[config.mk]
export PLATFORM = sky130hd
export DESIGN_NAME = bidir_handshake_port
export DESIGN_NICKNAME = d
export VERILOG_FILES = /design/src/design/bidir_port_pkg.sv /design/src/design/req_if.sv /design/src/design/req_pulse_gen.sv /design/src/design/bidir_handshake_port.sv
export SDC_FILE = /design/constraint.sdc
export NUM_CORES = 1
export LEC_CHECK = 0
export BUFFER_PORTS_ARGS = -buffer_cell sky130_fd_sc_hd__buf_4
export CORE_ASPECT_RATIO = 2
export CORE_MARGIN = 10
export CORE_UTILIZATION = 60
export CTS_BUF_LIST = sky130_fd_sc_hd__clkbuf_8
export DETAILED_ROUTE_END_ITERATION = 16
export GPL_ROUTABILITY_DRIVEN = 0
export GPL_TIMING_DRIVEN = 0
export PLACE_DENSITY = 0.87
export SYNTH_ARGS = -nofsm -noshare
export SYNTH_HDL_FRONTEND = slang
export SYNTH_SLANG_ARGS = --single-unit
[constraint.sdc]
create_clock -name sys_clk -period 3.58 [get_ports sys_clk]
set_input_delay 0.358 -clock sys_clk [delete_from_list [all_inputs] [get_ports sys_clk]]
set_output_delay 0.358 -clock sys_clk [all_outputs]
set_load 0.02 [all_outputs]
[src/design/bidir_port_pkg.sv]
package bidir_port_pkg;
    // Port mode codes for the two bidirectional modes.
    localparam logic [1:0] MODE_BIDIR8 = 2'h2;
    localparam logic [1:0] MODE_BIDIR16 = 2'h3;
    // Synchroniser vector: cs_n, read, sel_b, wdata[8], h1, h3, pa[8], pb[8].
    localparam int SYNC_W = 29;
    localparam logic [28:0] SYNC_RESET = 29'h1000_0000;
    localparam logic [7:0] BYTE_RESET = 8'h00;
    localparam logic [15:0] WORD_RESET = 16'h0000;
    // Request timing, in device clocks; the port delay is first given in half clocks.
    localparam int BUS_REQ_DELAY_CLK = 3;
    localparam int PORT_REQ_DELAY_HALF_CLK = 5;
    localparam int PORT_REQ_DELAY_CLK = (PORT_REQ_DELAY_HALF_CLK + 1) / 2;
    localparam int REQ_HOLD_CLK = 3;
    // Width of a pulsed handshake on the output pins, in clocks.
    localparam int HS_PULSE_CLK = 4;
    localparam int CNT_W = 3;
    // Only these two handshake options exist on the output pins.
    typedef enum logic {HS_INTERLOCKED, HS_PULSED} hs_opt_t;
endpackage

[src/design/req_if.sv]
`timescale 1ns/1ps
`default_nettype none
// Triggers from the port logic to the request pulse generator.
interface req_if;
    logic bus_trig;
    logic port_trig;
    logic pulse;
    modport gen (input bus_trig, input port_trig, output pulse);
    modport user (output bus_trig, output port_trig, input pulse);
endinterface
`default_nettype wire

[src/design/req_pulse_gen.sv]
`timescale 1ns/1ps
`default_nettype none
module req_pulse_gen
    import bidir_port_pkg::*;
(
    input wire logic sys_clk,
    input wire logic arst_n,
    req_if.gen rq
);
    typedef enum logic [1:0] {RQ_IDLE, RQ_DELAY, RQ_HOLD} rq_state_t;

    rq_state_t state_q;
    logic [CNT_W-1:0] cnt_q;
    logic pulse_q;
    logic port_defer_q;
    logic bus_pend_q;
    logic port_pend_q;
    logic port_ev;
    logic start;
    logic start_bus;

    // A strobe that coincides with a bus access is seen one clock later.
    assign port_ev = (rq.port_trig & ~rq.bus_trig) | port_defer_q;
    assign start = (state_q == RQ_IDLE) &
                   (rq.bus_trig | bus_pend_q | port_ev | port_pend_q);
    assign start_bus = rq.bus_trig | bus_pend_q;
    assign rq.pulse = pulse_q;

    // Events that arrive while a pulse runs wait, one per source; an event
    // that starts a pulse at once is not queued again, or it would repeat.
    always_ff @(posedge sys_clk or negedge arst_n) begin
        if (!arst_n) begin
            port_defer_q <= 1'b0;
            bus_pend_q <= 1'b0;
            port_pend_q <= 1'b0;
        end else begin
            port_defer_q <= rq.port_trig & rq.bus_trig;
            bus_pend_q <= (rq.bus_trig | bus_pend_q) & ~(start & start_bus);
            port_pend_q <= (port_ev & ~(start & ~start_bus)) |
                           (port_pend_q & ~(start & ~start_bus & ~port_ev));
        end
    end

    // Delay then hold; bus and port causes both load the same three-clock delay count.
    always_ff @(posedge sys_clk or negedge arst_n) begin
        if (!arst_n) begin
            state_q <= RQ_IDLE;
            cnt_q <= '0;
            pulse_q <= 1'b0;
        end else begin
            unique case (state_q)
                RQ_IDLE: begin
                    if (start) begin
                        state_q <= RQ_DELAY;
                        cnt_q <= start_bus ?
                                 CNT_W'(BUS_REQ_DELAY_CLK - 1) :
                                 CNT_W'(PORT_REQ_DELAY_CLK - 1);
                    end
                end
                RQ_DELAY: begin
                    if (cnt_q == CNT_W'(1)) begin
                        state_q <= RQ_HOLD;
                        pulse_q <= 1'b1;
                        cnt_q <= CNT_W'(REQ_HOLD_CLK - 1);
                    end else begin
                        cnt_q <= cnt_q - CNT_W'(1);
                    end
                end
                RQ_HOLD: begin
                    if (cnt_q == '0) begin
                        state_q <= RQ_IDLE;
                        pulse_q <= 1'b0;
                    end else begin
                        cnt_q <= cnt_q - CNT_W'(1);
                    end
                end
            endcase
        end
    end

    property p_req_hold;
        @(posedge sys_clk) disable iff (!arst_n)
        $rose(pulse_q) |-> pulse_q [*3] ##1 !pulse_q;
    endproperty
    a_req_hold: assert property (p_req_hold)
        else $error("request pulse not held for three clocks");

    property p_bus_delay;
        @(posedge sys_clk) disable iff (!arst_n)
        (state_q == RQ_IDLE && rq.bus_trig && !bus_pend_q && !port_pend_q
         && !port_defer_q) |-> !pulse_q ##1 !pulse_q ##1 !pulse_q ##1 pulse_q;
    endproperty
    a_bus_delay: assert property (p_bus_delay)
        else $error("bus request not raised three clocks after access");

    property p_port_delay;
        @(posedge sys_clk) disable iff (!arst_n)
        (state_q == RQ_IDLE && port_ev && !rq.bus_trig && !bus_pend_q)
        |-> ##3 $rose(pulse_q);
    endproperty
    a_port_delay: assert property (p_port_delay)
        else $error("port request not raised three clocks after strobe");

    property p_defer;
        @(posedge sys_clk) disable iff (!arst_n)
        (rq.bus_trig && rq.port_trig) |=> port_ev;
    endproperty
    a_defer: assert property (p_defer)
        else $error("coincident strobe not seen one clock later");
endmodule
`default_nettype wire

[src/design/bidir_handshake_port.sv]
// What this block does
// - 8-bit bidir: all port B drivers on only while output accept is negated.
// - 16-bit bidir: all 16 drivers on only while output accept is negated.
// - Output handshake pins offer only interlocked and pulsed options.
// - Request pulse serves input strobes or output accepts, never both.
// - 8-bit bidir: port A is single-buffered bit I/O, driven where dir is 1.
// - 8-bit bidir: port A read gives pin where dir 0, latch where dir 1.
// - 16-bit bidir: one 16-bit port, output and input pairs each enabled.
// - 16-bit bidir: direction follows output accept only, dir bits ignored.
// - 16-bit bidir: all pins captured on input strobe asserted edge.
// - Output accept is also edge-sensitive for handshake and status.
// - Valid reports new output latch data; pins driven only while enabled.
// - 16-bit bidir: handshakes advance on port B accesses only.
// - Enabled request keeps output latches full or input latches empty.
// - Bus request: asserted 3 clocks after synchronized select, held 3.
// - Port request: asserted 3 clocks (2.5 rounded up) after synchronized strobe, held 3.
// - Coincident access and strobe: select at once, strobe a clock later.
// - Mode field code 2 selects 8-bit bidir, code 3 selects 16-bit bidir.
// - 8-bit bidir ignores port B direction bits and submode fields.
`timescale 1ns/1ps
`default_nettype none
module bidir_handshake_port
    import bidir_port_pkg::*;
(
    input wire logic sys_clk,
    input wire logic arst_n,
    input wire logic [1:0] port_mode,
    input wire logic out_pair_enable,
    input wire logic in_pair_enable,
    input wire hs_opt_t out_hs_opt,
    input wire hs_opt_t in_hs_opt,
    input wire logic [7:0] port_a_dir,
    input wire logic req_enable,
    input wire logic req_for_input,
    input wire logic status_clear,
    output logic accept_seen,
    output logic in_data_ready,
    output logic out_room,
    input wire logic bus_cs_n,
    input wire logic bus_read,
    input wire logic bus_sel_b,
    input wire logic [7:0] bus_wdata,
    output logic [7:0] bus_rdata,
    input wire logic out_accept_strobe,
    input wire logic in_latch_strobe,
    output logic out_data_valid,
    output logic in_handshake_out,
    output logic transfer_request_pulse,
    input wire logic [7:0] pa_in,
    output logic [7:0] pa_out,
    output logic [7:0] pa_oe,
    input wire logic [7:0] pb_in,
    output logic [7:0] pb_out,
    output logic [7:0] pb_oe
);
    logic [SYNC_W-1:0] sync1_q;
    logic [SYNC_W-1:0] sync2_q;
    logic [SYNC_W-1:0] sync_in;
    logic cs_n_s;
    logic read_s;
    logic sel_b_s;
    logic [7:0] wdata_s;
    logic h1_s;
    logic h3_s;
    logic [7:0] pa_s;
    logic [7:0] pb_s;
    logic cs_prev_q;
    logic h1_prev_q;
    logic h3_prev_q;
    logic mode8;
    logic mode16;
    logic bidir;
    logic access;
    logic a_wr;
    logic b_wr;
    logic a_rd;
    logic b_rd;
    logic h1_ev;
    logic h3_ev;
    logic [7:0] temp_a_q;
    logic [7:0] pa_latch_q;
    logic [15:0] out_word;
    logic [15:0] iol_q;
    logic [15:0] iol_d;
    logic iol_full_q;
    logic iol_full_d;
    logic [15:0] fol_q;
    logic [15:0] fol_d;
    logic fol_full_q;
    logic fol_full_d;
    logic fol_take;
    logic fol_load;
    logic [15:0] iil_q;
    logic [15:0] iil_d;
    logic iil_full_q;
    logic iil_full_d;
    logic [15:0] fil_q;
    logic [15:0] fil_d;
    logic fil_full_q;
    logic fil_full_d;
    logic cap_ok;
    logic fil_free;
    logic [7:0] rdata_q;
    logic [7:0] rdata_d;
    logic [7:0] pa_read;
    logic odv_q;
    logic odv_d;
    logic [CNT_W-1:0] odv_cnt_q;
    logic [CNT_W-1:0] odv_cnt_d;
    logic ihs_q;
    logic ihs_d;
    logic [CNT_W-1:0] ihs_cnt_q;
    logic [CNT_W-1:0] ihs_cnt_d;
    logic seen_q;

    req_if rq ();

    // Every pin input passes two flops before anything looks at it.
    assign sync_in = {bus_cs_n, bus_read, bus_sel_b, bus_wdata,
                      out_accept_strobe, in_latch_strobe, pa_in, pb_in};
    assign {cs_n_s, read_s, sel_b_s, wdata_s, h1_s, h3_s, pa_s, pb_s} =
        sync2_q;

    always_ff @(posedge sys_clk or negedge arst_n) begin
        if (!arst_n) begin
            sync1_q <= SYNC_RESET;
            sync2_q <= SYNC_RESET;
            cs_prev_q <= 1'b1;
            h1_prev_q <= 1'b0;
            h3_prev_q <= 1'b0;
        end else begin
            sync1_q <= sync_in;
            sync2_q <= sync1_q;
            cs_prev_q <= cs_n_s;
            h1_prev_q <= h1_s;
            h3_prev_q <= h3_s;
        end
    end

    // Mode and access decode. One access per select assertion, taken at
    // the synchronised falling edge; address and data are stable by then.
    assign mode8 = (port_mode == MODE_BIDIR8);
    assign mode16 = (port_mode == MODE_BIDIR16);
    assign bidir = mode8 | mode16;
    assign access = cs_prev_q & ~cs_n_s & bidir;
    assign a_wr = access & ~read_s & ~sel_b_s;
    assign b_wr = access & ~read_s & sel_b_s;
    assign a_rd = access & read_s & ~sel_b_s;
    assign b_rd = access & read_s & sel_b_s;

    // Handshake edges, each gated by its own pair enable.
    assign h1_ev = h1_s & ~h1_prev_q & out_pair_enable & bidir;
    assign h3_ev = h3_s & ~h3_prev_q & in_pair_enable & bidir;

    // Drivers follow the accept level only; port B direction bits do not
    // exist here, and port A direction bits matter only in the 8-bit mode.
    assign pb_oe = {8{bidir & ~h1_s}};
    assign pa_oe = mode16 ? {8{~h1_s}} :
                   mode8 ? port_a_dir : BYTE_RESET;
    assign pb_out = fol_q[7:0];
    assign pa_out = mode16 ? fol_q[15:8] : pa_latch_q;

    // Port A writes: temporary high byte in 16-bit mode, plain latch in
    // 8-bit mode. Neither touches a handshake.
    always_ff @(posedge sys_clk or negedge arst_n) begin
        if (!arst_n) begin
            temp_a_q <= BYTE_RESET;
            pa_latch_q <= BYTE_RESET;
        end else if (a_wr) begin
            if (mode16) begin
                temp_a_q <= wdata_s;
            end else begin
                pa_latch_q <= wdata_s;
            end
        end
    end

    // Output double buffer. A port B write moves the whole word; the
    // accept edge empties the final latch and pulls the initial one up.
    // A write with both latches full is dropped, so pace writes by out_room.
    assign out_word = {temp_a_q, wdata_s};
    assign fol_take = h1_ev & fol_full_q;

    always_comb begin
        fol_d = fol_q;
        fol_full_d = fol_full_q;
        iol_d = iol_q;
        iol_full_d = iol_full_q;
        fol_load = 1'b0;
        if (fol_take) begin
            if (iol_full_q) begin
                fol_d = iol_q;
                fol_load = 1'b1;
                iol_full_d = b_wr;
                if (b_wr) begin
                    iol_d = out_word;
                end
            end else if (b_wr) begin
                fol_d = out_word;
                fol_load = 1'b1;
            end else begin
                fol_full_d = 1'b0;
            end
        end else if (b_wr) begin
            if (!fol_full_q) begin
                fol_d = out_word;
                fol_full_d = 1'b1;
                fol_load = 1'b1;
            end else if (!iol_full_q) begin
                iol_d = out_word;
                iol_full_d = 1'b1;
            end
        end
    end

    // Input double buffer. The strobe edge captures every pin; a port B
    // read empties the final latch. Port A reads only peek at the high byte.
    assign cap_ok = h3_ev & ~(fil_full_q & iil_full_q);
    assign fil_free = b_rd & fil_full_q;

    always_comb begin
        fil_d = fil_q;
        fil_full_d = fil_full_q;
        iil_d = iil_q;
        iil_full_d = iil_full_q;
        if (fil_free) begin
            fil_full_d = iil_full_q | h3_ev;
            iil_full_d = iil_full_q & h3_ev;
            if (iil_full_q) begin
                fil_d = iil_q;
                if (h3_ev) begin
                    iil_d = {pa_s, pb_s};
                end
            end else if (h3_ev) begin
                fil_d = {pa_s, pb_s};
            end
        end else if (h3_ev) begin
            if (!fil_full_q) begin
                fil_d = {pa_s, pb_s};
                fil_full_d = 1'b1;
            end else if (!iil_full_q) begin
                iil_d = {pa_s, pb_s};
                iil_full_d = 1'b1;
            end
        end
    end

    always_ff @(posedge sys_clk or negedge arst_n) begin
        if (!arst_n) begin
            iol_q <= WORD_RESET;
            iol_full_q <= 1'b0;
            fol_q <= WORD_RESET;
            fol_full_q <= 1'b0;
            iil_q <= WORD_RESET;
            iil_full_q <= 1'b0;
            fil_q <= WORD_RESET;
            fil_full_q <= 1'b0;
        end else begin
            iol_q <= iol_d;
            iol_full_q <= iol_full_d;
            fol_q <= fol_d;
            fol_full_q <= fol_full_d;
            iil_q <= iil_d;
            iil_full_q <= iil_full_d;
            fil_q <= fil_d;
            fil_full_q <= fil_full_d;
        end
    end

    // Read data: in 8-bit mode port A shows pins for inputs and the latch for outputs.
    assign pa_read = mode16 ? fil_q[15:8] :
                     (pa_s & ~port_a_dir) | (pa_latch_q & port_a_dir);
    assign rdata_d = sel_b_s ? fil_q[7:0] : pa_read;

    always_ff @(posedge sys_clk or negedge arst_n) begin
        if (!arst_n) begin
            rdata_q <= BYTE_RESET;
        end else if (a_rd | b_rd) begin
            rdata_q <= rdata_d;
        end
    end

    // Output valid: interlocked follows a full final latch and drops for a
    // clock on each accept; pulsed marks each new word for a few clocks.
    always_comb begin
        odv_cnt_d = odv_cnt_q;
        if (out_hs_opt == HS_INTERLOCKED) begin
            odv_d = out_pair_enable & fol_full_d & ~fol_take;
            odv_cnt_d = '0;
        end else if (fol_load & out_pair_enable) begin
            odv_d = 1'b1;
            odv_cnt_d = CNT_W'(HS_PULSE_CLK - 1);
        end else if (odv_cnt_q != '0 && !h1_ev) begin
            odv_d = 1'b1;
            odv_cnt_d = odv_cnt_q - CNT_W'(1);
        end else begin
            odv_d = 1'b0;
            odv_cnt_d = '0;
        end
    end

    // Input handshake: interlocked shows room in the latches; pulsed
    // acknowledges each strobe that finds a latch empty.
    always_comb begin
        ihs_cnt_d = ihs_cnt_q;
        if (in_hs_opt == HS_INTERLOCKED) begin
            ihs_d = in_pair_enable & bidir & ~iil_full_d;
            ihs_cnt_d = '0;
        end else if (cap_ok) begin
            ihs_d = 1'b1;
            ihs_cnt_d = CNT_W'(HS_PULSE_CLK - 1);
        end else if (ihs_cnt_q != '0) begin
            ihs_d = 1'b1;
            ihs_cnt_d = ihs_cnt_q - CNT_W'(1);
        end else begin
            ihs_d = 1'b0;
            ihs_cnt_d = '0;
        end
    end

    // Accept status sets on each accept edge; the set beats a clear.
    always_ff @(posedge sys_clk or negedge arst_n) begin
        if (!arst_n) begin
            odv_q <= 1'b0;
            odv_cnt_q <= '0;
            ihs_q <= 1'b0;
            ihs_cnt_q <= '0;
            seen_q <= 1'b0;
        end else begin
            odv_q <= odv_d;
            odv_cnt_q <= odv_cnt_d;
            ihs_q <= ihs_d;
            ihs_cnt_q <= ihs_cnt_d;
            seen_q <= h1_ev | (seen_q & ~status_clear & out_pair_enable);
        end
    end

    assign out_data_valid = odv_q;
    assign in_handshake_out = ihs_q;
    assign accept_seen = seen_q;
    assign in_data_ready = fil_full_q;
    assign out_room = ~iol_full_q;
    assign bus_rdata = rdata_q;

    // The request serves one direction only, chosen by req_for_input.
    assign rq.bus_trig = req_enable &
                         (req_for_input ? b_rd : b_wr);
    assign rq.port_trig = req_enable &
                          (req_for_input ? h3_ev : h1_ev);
    assign transfer_request_pulse = rq.pulse;

    req_pulse_gen u_req (
        .sys_clk(sys_clk),
        .arst_n(arst_n),
        .rq(rq.gen)
    );

    property p_b_off8;
        @(posedge sys_clk) disable iff (!arst_n)
        (mode8 && h1_s) |-> (pb_oe == 8'h00 && pa_oe == port_a_dir);
    endproperty
    a_b_off8: assert property (p_b_off8)
        else $error("port B driven while accept asserted");

    property p_all_on16;
        @(posedge sys_clk) disable iff (!arst_n)
        (mode16 && !h1_s) |-> (pa_oe == 8'hFF && pb_oe == 8'hFF);
    endproperty
    a_all_on16: assert property (p_all_on16)
        else $error("16-bit drivers not all on with accept negated");

    property p_valid_rise;
        @(posedge sys_clk) disable iff (!arst_n)
        ($rose(fol_full_q) && out_hs_opt == HS_INTERLOCKED && out_pair_enable)
        |-> out_data_valid;
    endproperty
    a_valid_rise: assert property (p_valid_rise)
        else $error("valid not raised with new output data");

    property p_capture;
        @(posedge sys_clk) disable iff (!arst_n)
        (mode16 && h3_ev && !fil_full_q)
        |=> fil_q == {$past(pa_s), $past(pb_s)};
    endproperty
    a_capture: assert property (p_capture)
        else $error("pins not captured on input strobe edge");

    property p_a_read_keeps;
        @(posedge sys_clk) disable iff (!arst_n)
        (mode16 && a_rd && !h3_ev) |=> fil_full_q == $past(fil_full_q);
    endproperty
    a_a_read_keeps: assert property (p_a_read_keeps)
        else $error("port A read advanced the input handshake");

    property p_accept_take;
        @(posedge sys_clk) disable iff (!arst_n)
        (h1_ev && fol_full_q && !iol_full_q && !b_wr) |=> !fol_full_q;
    endproperty
    a_accept_take: assert property (p_accept_take)
        else $error("accept edge did not empty the final output latch");

    property p_pa_read8;
        @(posedge sys_clk) disable iff (!arst_n)
        (mode8 && a_rd) |=> (bus_rdata & port_a_dir) == (pa_latch_q & port_a_dir);
    endproperty
    a_pa_read8: assert property (p_pa_read8)
        else $error("port A output bits not read from latch");
endmodule
`default_nettype wire

==> summary.md <==
| Metric | Value |
|---|---|
| Initial Util | 61.2% |
| Synth area leaders | dfrtp_1, mux2_2, mux2_4 |
| Root buf cell | clkbuf_8 |
| Syn. warnings | 0 |
| Total Power | 0.00555 W |
| CTS buffer count | 17 |
| # clock sinks | 171 |
| Status | finished clean |
| Chip Width | 97.5 um |
| Post-synth top area share | 58.4% |
| Fin Hold WS | 95.8 ps |
| Vias | 4661 |
| CTS H-tree depth | 4 |
| Number of synthesized flops with an enable pin | 0 |
| Fin crit share | 69.5% |
| Placed cell count | 754 |
| Layout Nets | 716 |
| Overflow after GRT | 0 |
| Setup TNS | 0 ps |
| Fin crit period | 2490 ps |
| Worst Clk Skew | 12.9 ps |
| Fmax | 402 MHz |
| Skew-Pair Late Insertion Delay | 470 ps |
| Post-Syn Area | 0.00720 sq mm |
| Gr busiest metal | met2 |
| Max_slew headroom | 52.0% |
| Req. time, crit path | 3220 ps |
| VDD IR max | 523 uV |
| Max-cap violations | 0 |
| Post-synthesis cell count | 515 |
| I/O Buffers | 93 |
| Clk buf depth | 2 |
| Worst hold path class | in -> reg |
| Initial antenna violation count | 1 |
| CTS resizes | 0 |
| Mapped Nets | 573 |
| RSZ-0062 raised after global routing | no |
| All-Layer GR Usage | 19.1% |
| PD cells | 630 mW/mm^2 |
| Final Hold Vio Count | 0 |
| Post-synth top cells | dfrtp_1, mux2_2, o21ai_0 |
| Area grow syn2layout | 22.3% |
| Finish-stage setup viols | 0 |
| DP Wirelength | 11500 um |
| Row count | 56 |
| CP max FO | 10 |
| LEAKAGE | 4.25 nW |
| GR Util met2 | 35.1% |
| DP Worst Slack | 1160 ps |
| Antenna Violating Nets Remaining | 0 |
| Synthesized flop and latch total | 171 |
| Layout cell share with drive strength beyond 1 | 42.5% |
| Core box area | 0.0118 sq mm |
| CP Class | in -> out |
| Yosys cell types | 54 |
| Sequential share of the synthesized area | 59.5% |
| Final WL | 16200 um |
| Synth Flop Type | dfrtp_1 |
| CTS tree | done |
| Largest net degree at the start of global routing | 110 |
| Postcts setup bufs | 0 |
| CTS Hold Bufs | 30 |
| Worst Tran Pin Value | 715 ps |
| Via/cell ratio | 5.71 |
| DRT Pass-1 Iters | 5 |
| Fraction of registers with async set/reset | 100% |
| Startpoint types | primary input |
| Critical Path Sink Type | output port |
| Starting DRT DRC Count | 162 |
| Count of pins over their slew limit | 0 |
| CP Data Arrival Time | 2130 ps |
| Die area | 0.0170 sq mm |
| Clock transition at path regs | 90 ps |
| First-pass GRT wire length | 26200 um |
| Leading area contributor after synthesis | dfrtp_1 |
| PnR worst setup slack | 1090 ps |
| I/O pin cnt | 94 |
| Most common cell in the synthesized netlist | dfrtp_1 |
| Vias in the first global route | 5251 |
| GR met3 Demand/Resource | 5.29% |
| Syn Area/Cell | 14.0 sq um |
| Met1 GRT Util | 18.8% |
| DR WL/cell | 19.9 um |
| Fin cells | 816 |
| Chip Height | 175 um |
| Drt drc | 0 |
==> per-layer routing <==
metal / wire, um / share of wire [%]
met5: 0 / 0
met4: 653 / 4.0
met3: 839 / 5.2
met2: 9030 / 56
met1: 5680 / 35
==> sequential cells by signal, indices dropped and copies added (netlist names), 8 cells and up <==
name	flops
pa_latch_q	8
fol_q	16
sync2_q	29
iol_q	16
iil_q	16
fil_q	16
sync1_q	29
temp_a_q	8
bus_rdata	8
==> worst max-delay path, stage by stage <==
cell and delay (ps):
buf_4 130, buf_2 180, nand2_1 240, clkbuf_1 590
mux2_2 450, buf_4 170
==> power by group <==
group	total [W]	switching [W]	internal [W]
clock	0.00137	0.000733	0.000632
combinational	0.00156	0.000746	0.000811
sequential	0.00263	0.000267	0.00236
==> path summary, 6_finish.rpt <==
kind	startpoint	end	slack [ps]	cells after the start
worst max-delay path	port_mode[1]	pa_out[3]	1090	6
worst min-delay path	in_hs_opt	in_handshake_out$_DFF_PN0_	100	2
worst max register to register	sync2_q[17]$_DFF_PN0_	fol_q[6]$_DFFE_PN0P_	1220	5
worst min register to register	sync1_q[4]$_DFF_PN0_	sync2_q[4]$_DFF_PN0_	350	0
max in group asynchronous	arst_n	fol_q[0]$_DFFE_PN0P_	2220	3
min in group asynchronous	arst_n	iil_q[4]$_DFFE_PN0P_	430	2
==> per-stage QoR <==
| stage | area (sq um) | utilization [%] |
|---|---|---|
| 6_report | 8800 | 74.8 |
| 5_1_grt | 8800 | 74.8 |
| 3_5_place_dp | 8110 | 68.9 |
| 2_1_floorplan | 7200 | - |
| 3_3_place_gp | 8080 | 68.6 |
| 4_1_cts | 8800 | 74.8 |
==> layout by cell type, fill, tap and decap left out, drive strengths merged, types with 3 or more instances in the layout <==
cell | netlist | layout
dfrtp | 168 | 168
nor2 | 8 | 8
nand2b | 3 | 3
o21a | 7 | 7
clkbuf | 6 | 23
and4b | 3 | 3
dlygate4sd3 | 0 | 30
a211oi | 9 | 9
dfstp | 3 | 3
ha | 10 | 10
a21boi | 4 | 4
mux2 | 121 | 121
xnor2 | 4 | 4
nand3 | 3 | 3
o31ai | 3 | 3
nand4b | 4 | 4
o21ai | 25 | 25
clkinv | 0 | 4
a21oi | 15 | 15
buf | 27 | 121
nor2b | 4 | 4
mux2i | 12 | 12
nand2 | 18 | 18
inv | 19 | 26
and3b | 8 | 8
or2 | 3 | 3
==> final cells by class <==
class / instances / area, sq um
timing repair buffer: 124 / 1030
multi-input combinational: 292 / 2620
sequential: 171 / 4280
tap: 145 / 181
antenna: 1 / 2.50
inverter: 19 / 71.3
buffer: 33 / 223
fill: 766 / 2970
clock buffer: 17 / 234
clock inverter: 14 / 158
==> cells by family (layout without fill, tap and decap cells) <==
| group | after synthesis | in the layout | share of synthesized area, % |
|---|---|---|---|
| other cells | 0 | 1 | 0 |
| fa+ha+maj | 10 | 10 | 1.74 |
| flops | 171 | 171 | 59.5 |
| buf+inv | 52 | 207 | 4.08 |
| mux | 133 | 133 | 21.1 |
| compound gates | 79 | 79 | 7.00 |
| simple gates | 66 | 66 | 6.07 |
| xor+xnor | 4 | 4 | 0.487 |
Note: power is estimated with default switching activity, not from simulation.
